File: src/dccr_map.svh
`ifndef DCCR_MAP_SVH
`define DCCR_MAP_SVH

// ************************************************************
// frame layout
// ************************************************************
`define DCCR_FRAME_LEN   5'h18
`define DCCR_CNT_MAX     5'h1F
`define DCCR_RW_BIT      23
`define DCCR_ADDR_HI     22
`define DCCR_ADDR_LO     20
`define DCCR_DATA_HI     19

// ************************************************************
// register addresses
// ************************************************************
`define DCCR_ADDR_NOP    3'h0
`define DCCR_ADDR_DAC    3'h1
`define DCCR_ADDR_CTRL   3'h2
`define DCCR_ADDR_CLRC   3'h3
`define DCCR_ADDR_SWCTL  3'h4

// ************************************************************
// mode_control fields and reset
// ************************************************************
`define DCCR_AMP_FB_BIT   1
`define DCCR_CLAMP_BIT    2
`define DCCR_TRI_BIT      3
`define DCCR_FMT_BIT      4
`define DCCR_SOUT_DIS_BIT 5
`define DCCR_CTRL_MASK   6'h3E
`define DCCR_CTRL_RST    6'h0E
`define DCCR_CLRC_RST    18'h00000
`define DCCR_SW_CLEAR_BIT 1

`endif

File: src/dccr_pkg.sv
`default_nettype none

package dccr_pkg;
  typedef logic [23:0] dccr_frame_t;
  typedef logic [2:0]  dccr_addr_t;
  typedef logic [5:0]  dccr_ctrl_t;
  typedef logic [4:0]  dccr_cnt_t;
endpackage

`default_nettype wire

File: src/dccr_top.sv
// Operation
// - address 010 selects the mode_control register
// - feedback bit 0: amplifier on, series resistors
// - feedback bit 1: amplifier off, parallel resistors
// - clamp bit 0: release clamp, normal mode
// - clamp bit 1: clamp output, converter tristated
// - reset gives clamped, tristated output
// - clamp set overrides the tristate bit
// - tristate bit 1 tristates, 0 normal
// - format bit 0 twos complement, 1 binary
// - serial out disable bit tristates output pin
// - top frame bit: 0 write, 1 read
// - clear pin or bit loads clearcode
// - clearcode resets to zero
// - clearcode uses the current code format
// - control read returns contents next transfer
// - read data shifts out over 24 clocks
`timescale 1ns/1ps
`default_nettype none
`include "dccr_map.svh"

module dccr_top #(
  parameter int CODE_W = 18
) (
  // clock and reset
  input  wire logic              clk,
  input  wire logic              nrst,
  // serial link pins
  input  wire logic              serial_clk,
  input  wire logic              frame_sync_n,
  input  wire logic              serial_data_in,
  output var  logic              serial_data_out,
  output var  logic              serial_data_out_oe,
  // clear pin
  input  wire logic              output_clear_input_n,
  // analog path controls
  output var  logic              internal_amplifier_on,
  output var  logic              feedback_resistor_parallel,
  output var  logic              output_ground_clamp,
  output var  logic              converter_tristate,
  output var  logic              code_format_select,
  output var  logic [CODE_W-1:0] converter_code
);

  if (CODE_W < 2 || CODE_W > 19)
  begin : g_chk
    $error("CODE_W must lie between 2 and 19");
  end

  function automatic logic addr_is(dccr_pkg::dccr_addr_t a, dccr_pkg::dccr_addr_t code);
    addr_is = (a == code);
  endfunction

  // ************************************************************
  // pin synchronisation and edge detection
  // ************************************************************
  logic [3:0] pins_s;
  logic       sclk_s;
  logic       sync_s;
  logic       sdin_s;
  logic       clear_s;
  logic       sclk_p_q;
  logic       sync_p_q;

  dccr_sync #(
    .WIDTH   (4),
    .RST_VAL (4'hB)
  ) u_sync (
    .clk      (clk),
    .nrst     (nrst),
    .async_in ({output_clear_input_n, serial_data_in, frame_sync_n, serial_clk}),
    .sync_out (pins_s)
  );

  assign sclk_s = pins_s[0];
  assign sync_s = pins_s[1];
  assign sdin_s = pins_s[2];
  assign clear_s = pins_s[3];

  always_ff @(posedge clk or negedge nrst)
  begin
    if (!nrst)
    begin
      sclk_p_q <= 1'b1;
      sync_p_q <= 1'b1;
    end
    else
    begin
      sclk_p_q <= sclk_s;
      sync_p_q <= sync_s;
    end
  end

  wire sclk_fall = sclk_p_q & ~sclk_s;
  wire sync_fall = sync_p_q & ~sync_s;
  wire sync_rise = ~sync_p_q & sync_s;
  wire in_frame  = ~sync_s;

  // ************************************************************
  // input shift register and frame counter
  // ************************************************************
  dccr_pkg::dccr_frame_t shift_q;
  dccr_pkg::dccr_frame_t shift_d;
  dccr_pkg::dccr_cnt_t   cnt_q;
  dccr_pkg::dccr_cnt_t   cnt_d;

  wire take_bit = sclk_fall & in_frame;
  assign shift_d = take_bit ? {shift_q[22:0], sdin_s} : shift_q;
  assign cnt_d   = sync_fall ? 5'h00 :
                   (take_bit && cnt_q != `DCCR_CNT_MAX) ? cnt_q + 5'h01 : cnt_q;

  always_ff @(posedge clk or negedge nrst)
  begin
    if (!nrst)
    begin
      shift_q <= 24'h000000;
      cnt_q   <= 5'h00;
    end
    else
    begin
      shift_q <= shift_d;
      cnt_q   <= cnt_d;
    end
  end

  // ************************************************************
  // frame decode
  // ************************************************************
  dccr_pkg::dccr_addr_t addr;
  logic [CODE_W-1:0]    wdata;

  assign addr  = shift_q[`DCCR_ADDR_HI:`DCCR_ADDR_LO];
  assign wdata = shift_q[`DCCR_DATA_HI -: CODE_W];

  wire frame_ok = sync_rise & (cnt_q == `DCCR_FRAME_LEN);
  wire wr       = frame_ok & ~shift_q[`DCCR_RW_BIT];
  wire rd       = frame_ok & shift_q[`DCCR_RW_BIT];
  wire ctrl_we  = wr & addr_is(addr, `DCCR_ADDR_CTRL);
  wire clrc_we  = wr & addr_is(addr, `DCCR_ADDR_CLRC);
  wire dac_we   = wr & addr_is(addr, `DCCR_ADDR_DAC);
  wire sw_clr   = wr & addr_is(addr, `DCCR_ADDR_SWCTL) & shift_q[`DCCR_SW_CLEAR_BIT];
  wire clear_rq = ~clear_s | sw_clr;

  // ************************************************************
  // registers
  // ************************************************************
  dccr_pkg::dccr_ctrl_t ctrl_q;
  dccr_pkg::dccr_ctrl_t ctrl_d;
  logic [CODE_W-1:0]    clrc_q;
  logic [CODE_W-1:0]    clrc_d;
  logic [CODE_W-1:0]    dac_q;
  logic [CODE_W-1:0]    dac_d;

  // reserved positions are not stored, host keeps them zero
  assign ctrl_d = ctrl_we ? (shift_q[5:0] & `DCCR_CTRL_MASK) : ctrl_q;
  assign clrc_d = clrc_we ? wdata : clrc_q;
  // clear wins; no update while clear pin is held
  assign dac_d  = clear_rq ? clrc_q : (dac_we ? wdata : dac_q);

  always_ff @(posedge clk or negedge nrst)
  begin
    if (!nrst)
    begin
      ctrl_q <= `DCCR_CTRL_RST;
      clrc_q <= CODE_W'(`DCCR_CLRC_RST);
      dac_q  <= '0;
    end
    else
    begin
      ctrl_q <= ctrl_d;
      clrc_q <= clrc_d;
      dac_q  <= dac_d;
    end
  end

  // ************************************************************
  // readback
  // ************************************************************
  logic [19:0]           payload;
  dccr_pkg::dccr_frame_t rd_q;
  dccr_pkg::dccr_frame_t rd_d;

  assign payload = addr_is(addr, `DCCR_ADDR_CTRL) ? {14'h0000, ctrl_q} :
                   addr_is(addr, `DCCR_ADDR_CLRC) ? {clrc_q, {(20-CODE_W){1'b0}}} :
                   addr_is(addr, `DCCR_ADDR_DAC)  ? {dac_q, {(20-CODE_W){1'b0}}} :
                   20'h00000;
  assign rd_d = rd        ? {1'b1, addr, payload} :
                sync_rise ? 24'h000000 :
                take_bit  ? {rd_q[22:0], 1'b0} : rd_q;

  always_ff @(posedge clk or negedge nrst)
  begin
    if (!nrst)
      rd_q <= 24'h000000;
    else
      rd_q <= rd_d;
  end

  // ************************************************************
  // output flops
  // ************************************************************
  wire fmt = ctrl_q[`DCCR_FMT_BIT];

  always_ff @(posedge clk or negedge nrst)
  begin
    if (!nrst)
    begin
      serial_data_out            <= 1'b0;
      serial_data_out_oe         <= 1'b0;
      internal_amplifier_on      <= 1'b0;
      feedback_resistor_parallel <= 1'b1;
      output_ground_clamp        <= 1'b1;
      converter_tristate         <= 1'b1;
      code_format_select         <= 1'b0;
      converter_code             <= '0;
    end
    else
    begin
      serial_data_out            <= rd_q[23];
      serial_data_out_oe         <= in_frame & ~ctrl_q[`DCCR_SOUT_DIS_BIT];
      internal_amplifier_on      <= ~ctrl_q[`DCCR_AMP_FB_BIT];
      feedback_resistor_parallel <= ctrl_q[`DCCR_AMP_FB_BIT];
      output_ground_clamp        <= ctrl_q[`DCCR_CLAMP_BIT];
      converter_tristate         <= ctrl_q[`DCCR_CLAMP_BIT] | ctrl_q[`DCCR_TRI_BIT];
      code_format_select         <= fmt;
      // level in offset binary; twos complement flips the sign bit
      converter_code             <= dac_q ^ {~fmt, {(CODE_W-1){1'b0}}};
    end
  end
endmodule

`default_nettype wire

File: src/dccr_sync.sv
`timescale 1ns/1ps
`default_nettype none

// two-stage synchroniser, one per bit
module dccr_sync #(
  parameter int    WIDTH = 4,
  parameter logic [WIDTH-1:0] RST_VAL = '0
) (
  // clock and reset
  input  wire logic             clk,
  input  wire logic             nrst,
  // data
  input  wire logic [WIDTH-1:0] async_in,
  output var  logic [WIDTH-1:0] sync_out
);
  logic [WIDTH-1:0] meta_q;

  for (genvar i = 0; i < WIDTH; i++)
  begin : g_bit
    always_ff @(posedge clk or negedge nrst)
    begin
      if (!nrst)
      begin
        meta_q[i]   <= RST_VAL[i];
        sync_out[i] <= RST_VAL[i];
      end
      else
      begin
        meta_q[i]   <= async_in[i];
        sync_out[i] <= meta_q[i];
      end
    end
  end
endmodule

`default_nettype wire

File: config.mk
export PLATFORM = sky130hd
export DESIGN_NAME = dccr_top
export DESIGN_NICKNAME = d
export VERILOG_FILES = /design/src/dccr_pkg.sv /design/src/dccr_top.sv /design/src/dccr_sync.sv
export VERILOG_INCLUDE_DIRS = /design/src
export SDC_FILE = /design/constraint.sdc
export NUM_CORES = 1
export LEC_CHECK = 0
export ABC_AREA = 1
export BUFFER_PORTS_ARGS = -buffer_cell sky130_fd_sc_hd__buf_4
export CELL_PAD_IN_SITES_DETAIL_PLACEMENT = 0
export CELL_PAD_IN_SITES_GLOBAL_PLACEMENT = 2
export CORE_ASPECT_RATIO = 0.9
export CORE_MARGIN = 1.5
export CORE_UTILIZATION = 34
export DETAILED_ROUTE_END_ITERATION = 8
export PLACE_DENSITY = 0.78
export SETUP_SLACK_MARGIN = 0.15
export SLEW_MARGIN = 20
export SYNTH_ARGS = -nofsm -noshare
export SYNTH_HDL_FRONTEND = slang
export SYNTH_HIERARCHICAL = 1
export SYNTH_SLANG_ARGS = --single-unit
File: constraint.sdc
create_clock -name clk -period 1.69 [get_ports clk]
set_input_delay 0.338 -clock clk [delete_from_list [all_inputs] [get_ports clk]]
set_output_delay 0.338 -clock clk [all_outputs]
set_load 0.02 [all_outputs]
# Word-level counts from Yosys, hierarchy flattened

Index checks and enable logic that the tools add are counted.

Bits of input ports: 6
Register bits: 129
Word-level logic and storage cells: 69

Reductions and logical operators: 4
Add/sub/neg operators: 1
Eq/ne operators: 6
Bitwise gates (word level): 24
Multiplexer cells: 10

Operators by type and width:

| cell                                           | count |
|---|---|
| two-way mux 24 bit                             | 3 |
| two-way mux 20 bit                             | 3 |
| two-way mux 18 bit                             | 2 |
| bitwise XOR 18 bit                             | 1 |
| AND 1 bit                                      | 13 |
| two-way mux 5 bit                              | 2 |
| NOT 1 bit                                      | 8 |
| == test 3 x 2 -> 1 bit (second input constant) | 2 |
| adder 5 x 1 -> 5 bit (second input constant)   | 1 |
| == test 5 bit (second input constant)          | 1 |
| != test 5 bit (second input constant)          | 1 |
| nonzero test 2 bit                             | 2 |
| == test 3 x 1 -> 1 bit (second input constant) | 1 |
| == test 3 bit (second input constant)          | 1 |
| nonzero test 3 bit                             | 1 |
| bitwise OR 1 bit                               | 2 |
| logical AND 1 bit                              | 1 |

# Depth between registers and ports, before layout

Gate-level depths: netlist (run 1).

Word-level depth: 8
Gate-level depth with buffers: 11
Depth with buffers taken out: 10

# Cells and area by module

Netlist (run 1), hierarchy kept.

Modules (own cells, without submodules):

| module    | area an instance (um^2) | times used | sequential area each (um^2) | cells an instance |
|---|---|---|---|---|
| dccr_top  | 5192.5                  | 1          | 3012.9                      | 613 |
| dccr_sync | 207.7                   | 1          | 207.7                       | 8 |

# Worst setup path before layout (run 1)

OpenSTA, ideal clock, no wires.

Path type: register to register
Start: reg cnt_q[0]
End: reg clrc_q[0]
Setup time: 0.131 ns
Clock period less this slack: 1.617 ns
Buffers on the path: 1
Data required time: 1.559 ns
Slack: 0.073 ns
Arrival: 1.487 ns
Stages on the path, launching flop included: 11
Cell sequence: dfrtp_1 inv_1 ha_1 nand2_1 nor2_2 nand3_4 inv_2 nand3_2 clkbuf_1 nand2_1 o21ai_0

Word-level cells in the longest chain between the ends: 4

RTL lines:

| item                    | line            | source |
|---|---|---|
| start, declared         | dccr_top.sv:104 | `dccr_pkg::dccr_cnt_t cnt_q;` |
| start signal, assigned  | dccr_top.sv:122 | `cnt_q <= cnt_d;` |
| == test 5 bit (no line) | -               |  |
| AND 1 bit               | dccr_top.sv:135 | `` wire frame_ok = sync_rise & (cnt_q == `DCCR_FRAME_LEN); `` |
| AND 1 bit               | dccr_top.sv:136 | `` wire wr = frame_ok & ~shift_q[`DCCR_RW_BIT]; `` |
| AND 1 bit               | dccr_top.sv:139 | `` wire clrc_we = wr & addr_is(addr, `DCCR_ADDR_CLRC); `` |
| end signal, assigned    | dccr_top.sv:165 | `` clrc_q <= CODE_W'(`DCCR_CLRC_RST); `` |
| end signal, assigned    | dccr_top.sv:171 | `clrc_q <= clrc_d;` |
| end, declared           | dccr_top.sv:149 | `logic [CODE_W-1:0] clrc_q;` |

No other way between the ends.
A chain may end at the register's enable or synchronous reset.

# Worst setup path after layout (run 1)

Start: reg cnt_q[0]
End: reg dac_q[13]

Word-level cells in the longest chain between the ends: 7
Elaborated cells on any way between the ends: 9

RTL lines:

| item                                                     | line            | source |
|---|---|---|
| == test 5 bit (no line) *                                | -               |  |
| AND 1 bit *                                              | dccr_top.sv:135 |  |
| AND 1 bit *                                              | dccr_top.sv:136 |  |
| AND 1 bit (2 in series)                                  | dccr_top.sv:141 | `` wire sw_clr = wr & addr_is(addr, `DCCR_ADDR_SWCTL) & shift_q[`DCCR_SW_CLEAR_BIT]; `` |
| bitwise OR 1 bit                                         | dccr_top.sv:142 | `wire clear_rq = ~clear_s \| sw_clr;` |
| two-way mux 18 bit or nonzero test 2 bit (tied branches) | -               |  |
| end signal, assigned                                     | dccr_top.sv:166 | `dac_q <= '0;` |
| end signal, assigned                                     | dccr_top.sv:172 | `dac_q <= dac_d;` |
| end, declared                                            | dccr_top.sv:151 | `logic [CODE_W-1:0] dac_q;` |

Mark *: on every way between the ends. The rest lies on a longest branch, timed or not.

==> results of run 1 <==
-- cells by family (layout without fill, tap and decap cells) --
group,Yosys count,after routing,synth area share (%)
AND/OR/NAND/NOR,318,319,24.0
flip-flops,128,128,59.6
AO/OA/AOI/OAI,86,86,8.20
buffers and inverters,84,177,7.16
adder cells (fa/ha/maj),3,3,0.695
XOR/XNOR,2,2,0.324
-- power groups by stage --
stage               Combinational, uW  Clock [uW]  Sequential (uW)
floorplan                         247           0             3460
global placement                  521           0             3450
detailed placement                529           0             3450
CTS                               564        3960             3400
global route                      701        4110             3430
finish                            624        3890             3400
-- flip-flops by register name, summed over array words and instances, names as in the netlist, 4 cells and up --
signal and count:
shift_q 24, cnt_q 5, clrc_q 18, rd_q 23, u_sync/sync_out 4, u_sync/meta_q 4, converter_code 18, dac_q 18
ctrl_q 5
-- area by class of cell --
cell class | instances | area [um2] | share of cell area [%]
Inverter | 62 | 243 | 3.38
Tap cell | 202 | 253 | 3.52
Multi-Input combinational cell | 410 | 1970 | 27.4
Clock inverter | 10 | 158 | 2.20
Timing Repair Buffer | 82 | 850 | 11.8
Sequential cell | 128 | 3220 | 44.9
Timing Repair inverter | 1 | 7.51 | 0.105
Clock buffer | 22 | 474 | 6.61
-- synthesized netlist by cell type (all sizes together) --
cell,number,area share [%]
nand4,1,0.12
nand2,269,19
dfrtp,114,53
a21oi,6,0.56
nor3,3,0.58
dfstp,14,6.8
nand3,30,3.1
xor2,1,0.16
xnor2,1,0.16
nor2,15,1.4
a31oi,1,0.12
dlygate4sd1,1,0.16
clkinv,1,0.069
inv,61,4.3
buf,11,1.5
clkbuf,10,1.1
ha,3,0.70
o21ai,79,7.5
-- critical path: stages (launching register included) --
cell       delay, ps
dfrtp_1          390
inv_2             90
ha_4             140
nand2_4           50
nor2_4           130
nand3_4          100
buf_8            160
o21ai_4          140
buf_12           150
clkbuf_16        150
nand2_1           50
nand2_1           60
nand2_1           40
-- metrics by stage --
stage	hold WS, ps	std cells	cell area [um2]
floorplan	42.4	621	5450
global placement	335	860	6050
detailed placement	335	860	6050
CTS	9.41	904	6860
global route	8.69	917	7180
finish	28.3	917	7180
-- cells in the final DEF, fill, tap and decap left out, drive strengths merged --
master / instances
bufinv: 4
clkbuf: 25
dlygate4sd3: 1
dfrtp: 114
xnor2: 1
nor2: 16
xor2: 1
nand3: 30
inv: 61
buf: 77
o21ai: 79
nand4: 1
bufbuf: 1
ha: 3
a21oi: 6
dfstp: 14
nand2: 269
clkinvlp: 4
a31oi: 1
clkinv: 4
nor3: 3
-- repair_timing --
item | 4_1_cts | 5_1_grt
gates resized for setup | 17 | 57
setup endpoints to repair | 65 | 79
endpoints found under the hold margin | 34 | 0
buffers inserted | 6 | 9
cloned | 5 | 4
pin swaps | 7 | 26
hold buffers | 1 | 0
-- metal layers --
metal / vias up / global-route usage (%) / wire length (um)
li1: 2099 / - / -
met1: 1986 / 26.3 / 6920
met2: 66 / 25.9 / 6200
met3: 16 / 3.97 / 517
met4: 0 / 6.45 / 245
met5: - / 0 / 0
-- path summary, 6_finish.rpt --
check,to,slack (ps),cells past startpoint
setup / recovery,dac_q[13],-70,12
setup reg to reg,dac_q[13],-70,12
max in group asynchronous,dac_q[5],750,3
hold reg to reg,u_sync/sync_out[2],350,0
hold / removal,u_sync/meta_q[0],30,1
min in group asynchronous,converter_code[1],480,3
==> out/results.txt, run 1 <==
Switching power: 1820 uW
Ratio of cells with drive above 1 in the final layout: 24.9%
Syn_area_per_cell: 8.70 um2
Drt via density: 4.54
Clock skew: 5.97 ps
Gpl congestion: 0.769
Setup Crit Path Kind: flop to flop
PwrDens: 1100 nW/um2
Part of the power in registers: 42.9%
Die height: 123 um
Distinct cell type count after synthesis: 32
Clk network pwr share: 49.2%
Register clock-pin slew on the reported worst setup and hold paths: 60 ps
Pre-CTS WS: -217 ps
Relative slew margins: 63.4%
Worst-Margin Slew: 549 ps
Sw Share: 23.0%
Filler cell count: 1526
Synth warn: 6
DRC Markers: 0
Synthesized flop and latch total: 128
Initial Util: 34.9%
Core Region: 15500 um2
All-Layer GR Usage: 17.9%
# IOs: 31
DR pass1 iterations: 4
FMAX: 0.569 GHz
H-Tree Depth: 4
Final Hold Viols: 0
Seq/Total Area, Yosys: 59.6%
Largest net degree at the start of global routing: 95
Max Slew Vio Count: 0
Die area: 16600 um2
Hold crit path type: input port to flop
Num rows: 43
Worst setup path start: cnt_q[0]
Unrepaired setup endpoints after global routing: yes
DR WL/cell: 15.1 um
Initial antenna violation count: 0
Combinational fraction of design power: 7.9%
Die width: 136 um
P_leak: 0.00341 uW
Crit start category: flop
Clk_lat worst skew: 420 ps
Root buffer cell: clkbuf_16
Status: complete, but fails checks
Finish-stage setup viols: 18
CTS Buffer Depth: 2
Origin of the critical flop-to-flop path: cnt_q[0]
DPL Wire Length: 8.44 mm
CTS Sinks: 128
Max-cap violations: 0
GR Overflow Total: 0
Setup ws final: -68.6 ps
Fin nets: 711
Detail Route Antenna Nets: 0
Req. time, crit path: 2000 ps
First-pass GRT wire length: 22.2 mm
Internal cell power: 6100 uW
TritonCTS Buffers: 17
Crit Path Max Fanout: 5
Critical path data arrival time: 2070 ps
Final wirelength: 13.9 mm
TNS Setup: -812 ps
Vias in the first global route: 4126
Synth-to-Final Area Change: 32.9%
Post-synthesis net count: 630
Syn Inst Count: 621
Power Total: 7920 uW
Worst VDD drop: 0.704 mV
CTS tree: built
Tmin final: 1760 ps
CP endpoint kind: flop
Failing checks: setup timing
Synthesized area: 5400 um2
Period Utilization, post-route: 104%
Utilization after layout: 46.3%
Antenna diode count: 0
HP Start: serial_clk
Initial DRC count: 320
Routed vias: 4167
PortBufs: 30
Note: power is estimated with default switching activity, not from simulation.
==> run 2, diff against run 1 <==
--- a/config.mk
+++ b/config.mk
@@ -8,13 +8,14 @@
 export LEC_CHECK = 0
 export ABC_AREA = 1
 export BUFFER_PORTS_ARGS = -buffer_cell sky130_fd_sc_hd__buf_4
-export CELL_PAD_IN_SITES_DETAIL_PLACEMENT = 0
-export CELL_PAD_IN_SITES_GLOBAL_PLACEMENT = 2
+export CELL_PAD_IN_SITES_DETAIL_PLACEMENT = 1
+export CELL_PAD_IN_SITES_GLOBAL_PLACEMENT = 1
 export CORE_ASPECT_RATIO = 0.9
 export CORE_MARGIN = 1.5
-export CORE_UTILIZATION = 34
+export CORE_UTILIZATION = 35
 export DETAILED_ROUTE_END_ITERATION = 8
-export PLACE_DENSITY = 0.78
+export PLACE_DENSITY = 0.68
+export REMOVE_ABC_BUFFERS = 1
 export SETUP_SLACK_MARGIN = 0.15
 export SLEW_MARGIN = 20
 export SYNTH_ARGS = -nofsm -noshare
==> run 2 against run 1 <==
Compared with the run above:
- the run now ends clean
- non-clock buffer count decreased by 8
- maximum frequency increased by 5.9%
- first-iteration DRC count increased by 11%
- sequential cell count unchanged
- power decreased by 1.3%
- combinational power decreased by 3.8%
- setup slack improved by 98 ps
- via count increased by 4.3%
- clock-buffer cell count increased by 1
- utilization increased by 1.7 points
- cell count decreased by 1.5%
- largest power group unchanged
==> out/results.txt, run 2 (synthesized netlist as in run 1, its figures left out) <==
PortBufs: 30
Ratio of cells with drive above 1 in the final layout: 27.0%
DPL Wire Length: 8.72 mm
Internal cell power: 5960 uW
Clock skew: 12.5 ps
H-Tree Depth: 4
First-pass GRT wire length: 23.5 mm
Unrepaired setup endpoints after global routing: yes
Tmin final: 1660 ps
Vias in the first global route: 4522
Initial Util: 36.3%
Worst-Margin Slew: 425 ps
Max Slew Vio Count: 0
Die area: 16200 um2
TritonCTS Buffers: 17
Sw Share: 23.8%
PwrDens: 1090 nW/um2
Req. time, crit path: 2010 ps
Fin nets: 701
Clk_lat worst skew: 430 ps
CTS Sinks: 128
Max reg flops: 24
Part of the power in registers: 43.5%
CP endpoint kind: flop
Num rows: 42
Combinational fraction of design power: 7.7%
Antenna diode count: 0
Relative slew margins: 71.6%
Setup Crit Path Kind: flop to flop
Crit start category: flop
Register clock-pin slew on the reported worst setup and hold paths: 60 ps
DRC Markers: 0
Core Region: 14900 um2
Hold crit path type: input port to flop
Die width: 134 um
Worst VDD drop: 0.750 mV
Root buffer cell: clkbuf_16
DR WL/cell: 16.8 um
Clk network pwr share: 48.8%
Commonest non-fill, non-tap cell in the layout: nand2_1
Initial DRC count: 356
Gpl congestion: 0.756
Biggest regs: shift_q x24, rd_q x23
Drt via density: 4.81
Die height: 121 um
Max-cap violations: 0
Finish-stage setup viols: 0
Commonest non-fill, non-tap cells in the layout: 236 x nand2_1, 111 x dfrtp_1, 54 x o21ai_0
Final wirelength: 15.1 mm
Largest net degree at the start of global routing: 41
Status: completed
FMAX: 0.602 GHz
GR Overflow Total: 0
DR pass1 iterations: 4
Power Total: 7810 uW
# IOs: 31
Synth-to-Final Area Change: 32.2%
Period Utilization, post-route: 98.3%
Detail Route Antenna Nets: 0
CTS tree: built
Initial antenna violation count: 0
Switching power: 1860 uW
Most flops, register: shift_q
Crit Path Max Fanout: 18
Critical path data arrival time: 1980 ps
P_leak: 0.00335 uW
Final Hold Slack: 22.5 ps
Final Hold Viols: 0
CTS Buffer Depth: 2
All-Layer GR Usage: 19.1%
Routed vias: 4345
[run 2: changes by cell type in the layout (fill, tap and decap cells not counted), moves of 3 or more]
cell | previous run | this run
buf_4 | 59 | 52
clkinvlp_4 | 4 | 1
clkinv_4 | 0 | 3
nand2_1 | 250 | 236
nand2_2 | 12 | 20
nand2_4 | 6 | 12
o21ai_2 | 4 | 7
[run 2: per-layer routing]
layer  routed length [um]  track usage (%)  up-vias
met5                    0                0        -
met4                  278             7.34        0
met3                  483             4.53       18
met2                 7540             31.0       66
met1                 6830             24.7     2177
li1                     -                -     2084
[run 2: final timing paths]
check,to,startpoint,cells after the start,slack [ps]
worst max-delay path,dac_q[4],u_sync/sync_out[1],8,30
worst min-delay path,u_sync/meta_q[2],serial_data_in,1,20
worst max register to register,dac_q[4],u_sync/sync_out[1],8,30
worst min register to register,u_sync/sync_out[2],u_sync/meta_q[2],0,350
max in group asynchronous,sclk_p_q,nrst,3,640
min in group asynchronous,shift_q[0],nrst,2,390
[run 2: worst max-delay path: stages, from the launching register on]
cell     delay [ps]
dfstp_2         560
nand2_4          70
nor2_4          150
nand3_4         160
o21ai_4         180
buf_12          200
nand2_1          80
nand2_1          90
nand2_1          50
[run 2: power groups by stage]
stage	Sequential, uW	Clock [uW]	Combinational (uW)
6_report	3400	3820	600
5_1_grt	3420	4050	673
4_1_cts	3400	3880	574
3_5_place_dp	3450	0	539
3_3_place_gp	3440	0	520
2_1_floorplan	3460	0	221
[run 2: final cells by class]
class / instances / area (um2)
Clock buffer: 23 / 488
Timing Repair Buffer: 74 / 757
Clock inverter: 9 / 130
Fill cell: 1691 / 7730
Sequential cell: 128 / 3220
Multi-Input combinational cell: 409 / 2040
Inverter: 62 / 253
Tap cell: 198 / 248
[run 2: timing repair]
item,in CTS,in global routing
pin swaps,3,6
hold endpoints to repair,22,0
setup endpoints to repair,64,87
setup buffers,5,9
hold buffers,1,0
gates cloned,1,3
gates resized for setup,18,104
[run 2: metrics by stage]
step | TNS [ps] | cells | util [%] | setup WS, ps | instance area (um2)
after floorplan | -51250 | 599 | - | -1200 | 5250
after global placement | 0 | 852 | 40.2 | 59.5 | 5980
after detailed placement | -23.1 | 852 | 40.2 | -8.24 | 5980
after CTS | 0 | 891 | 45.2 | 63.3 | 6730
after global routing | -969 | 903 | 48.0 | -71.1 | 7140
final | 0 | 903 | 48.0 | 29.5 | 7140
==> run 3, diff against run 2 <==
==> constraint.sdc (replaced) <==
create_clock -name clk -period 1.69 [get_ports clk]
set_input_delay 0.0845 -clock clk [delete_from_list [all_inputs] [get_ports clk]]
set_output_delay 0.0845 -clock clk [all_outputs]
set_load 0.02 [all_outputs]
==> run 3 against run 2 <==
Compared with the run above:
- the run now ends with setup timing left
- worst hold slack better by 180 ps
- largest power group unchanged
- non-clock buffer count is 2 higher
- die area stayed put
- global-route usage is 0.79 points lower
- critical path depth is 4 higher
- first-iteration DRC count is 51% lower
- cell area is 1.8% lower
- clock-buffer cell count is 4 lower
- sequential cell count stayed put
- clock skew is 5.4 ps lower
==> out/results.txt, run 3 (synthesized netlist as in run 1, its figures left out) <==
Antenna diode count: 0
Commonest non-fill, non-tap cell in the layout: nand2_1
Largest net degree at the start of global routing: 78
Pre-CTS WS: -17.7 ps
Hold crit path type: input port to asynchronous set/reset pin
Switching power: 1890 uW
Routed vias: 4320
# IOs: 31
CP endpoint kind: flop
Worst r2r path cells: 12
Fin nets: 703
Core Region: 14900 um2
Clk network pwr share: 48.2%
Failing checks: setup timing
Worst VDD drop: 0.712 mV
Unrepaired setup endpoints after global routing: yes
DRC Markers: 0
Clk_lat worst skew: 420 ps
Setup Crit Path Kind: flop to flop
Sw Share: 24.4%
R2r endpoint: dac_q[15]
P_leak: 0.00335 uW
DR WL/cell: 15.8 um
CTS Buffer Depth: 2
PwrDens: 1110 nW/um2
Worst-Margin Slew: 412 ps
Most flops, register: shift_q
Max Slew Vio Count: 0
Max-cap violations: 0
CTS Sinks: 128
GR Overflow Total: 0
Filler cell count: 1719
Register clock-pin slew on the reported worst setup and hold paths: 60 ps
Die width: 134 um
First-pass GRT wire length: 23.0 mm
Gpl congestion: 0.756
Final wirelength: 14.3 mm
Internal cell power: 5870 uW
Die area: 16200 um2
Crit Path Max Fanout: 14
Combinational fraction of design power: 8.1%
Origin of the critical flop-to-flop path: cnt_q[0]
Synth-to-Final Area Change: 29.9%
FMAX: 0.586 GHz
Detail Route Antenna Nets: 0
Tmin final: 1710 ps
Setup ws final: -15.6 ps
Critical path data arrival time: 2060 ps
Final Hold Viols: 0
DR pass1 iterations: 4
TritonCTS Buffers: 17
Finish-stage setup viols: 1
DPL Wire Length: 8.49 mm
Commonest non-fill, non-tap cells in the layout: 253 x nand2_1, 113 x dfrtp_1, 58 x o21ai_0
R2r setup slk: -20 ps
Clock skew: 7.07 ps
PortBufs: 30
Ratio of cells with drive above 1 in the final layout: 22.8%
Initial antenna violation count: 0
Num rows: 42
Part of the power in registers: 43.7%
Root buffer cell: clkbuf_16
Die height: 121 um
Vias in the first global route: 4639
Req. time, crit path: 2050 ps
Placed instance area: 5980 um2
Power Total: 7760 uW
Biggest regs: shift_q x24, rd_q x23
All-Layer GR Usage: 18.3%
CTS tree: built
Finished Cell Area: 7010 um2
Initial DRC count: 176
Crit start category: flop
Drt via density: 4.77
H-Tree Depth: 4
Relative slew margins: 72.3%
Max reg flops: 24
Period Utilization, post-route: 101%
Initial Util: 36.3%
Status: complete, but fails checks
-- run 3: changes by cell type in the layout (fill, tap and decap cells not counted), moves of 4 or more --
cell / change
nand2_4: -8
buf_8: -4
dlygate4sd3_1: +4
nand2_1: +17
nand2_2: -8
o21ai_0: +4
o21ai_2: -4
-- run 3: worst max path at each step --
stage,start,to
global route,cnt_q[0],clrc_q[15]
detailed placement,cnt_q[0],dac_q[7]
CTS,cnt_q[1],dac_q[15]
global placement,cnt_q[0],dac_q[2]
finish,cnt_q[0],dac_q[15]
floorplan,sclk_p_q,rd_q[10]
-- run 3: metrics by stage --
stage | instances | hold slack, ps | util (%) | TNS (ps)
3_5_place_dp | 848 | 115 | 40.2 | -21.5
4_1_cts | 891 | 200 | 45.3 | 0
5_1_grt | 905 | 215 | 47.2 | -2310
3_3_place_gp | 848 | 105 | 40.2 | 0
6_report | 905 | 199 | 47.2 | -15.6
2_1_floorplan | 599 | -211 | - | -51250
-- run 3: final cells by class --
cell class | instances | area, um2 | share of cell area, %
sequential | 128 | 3220 | 45.9
tap | 198 | 248 | 3.53
clock buffer | 19 | 443 | 6.32
timing repair buffer | 76 | 779 | 11.1
inverter | 62 | 245 | 3.50
clock inverter | 13 | 163 | 2.32
multi-input combinational | 409 | 1910 | 27.3
-- run 3: worst max-delay path: stages, from the launching register on --
cell,delay (ps)
dfrtp_1,390
inv_2,90
ha_4,150
nand2_4,50
nor2_4,110
nand3_4,130
buf_12,160
nor2_8,120
buf_12,160
nand2_2,60
nand2_1,80
nand2_1,70
nand2_1,70
-- run 3: per-layer routing --
| metal | track usage (%) | up-vias | share of wire, % |
|---|---|---|---|
| met1 | 23.6 | 2173 | 46 |
| met2 | 30.2 | 53 | 50 |
| met4 | 5.77 | 0 | 1.3 |
| met5 | 0 | - | 0 |
| li1 | - | 2080 | - |
| met3 | 4.57 | 14 | 3.0 |
-- run 3: power by group through the flow --
stage          logic, uW  registers (uW)  clock network [uW]
6_report             627            3390                3740
5_1_grt              700            3420                3960
4_1_cts              567            3390                3820
3_5_place_dp         530            3440                   0
3_3_place_gp         513            3440                   0
2_1_floorplan        221            3460                   0
-- run 3: timing repair --
action / 4_1_cts / 5_1_grt
gates cloned: 1 / 4
endpoints found under the setup margin: 63 / 89
hold buffers: 5 / 0
gates resized for setup: 22 / 40
buffers inserted: 5 / 10
hold endpoints to repair: 119 / 0
pin swaps: 3 / 3
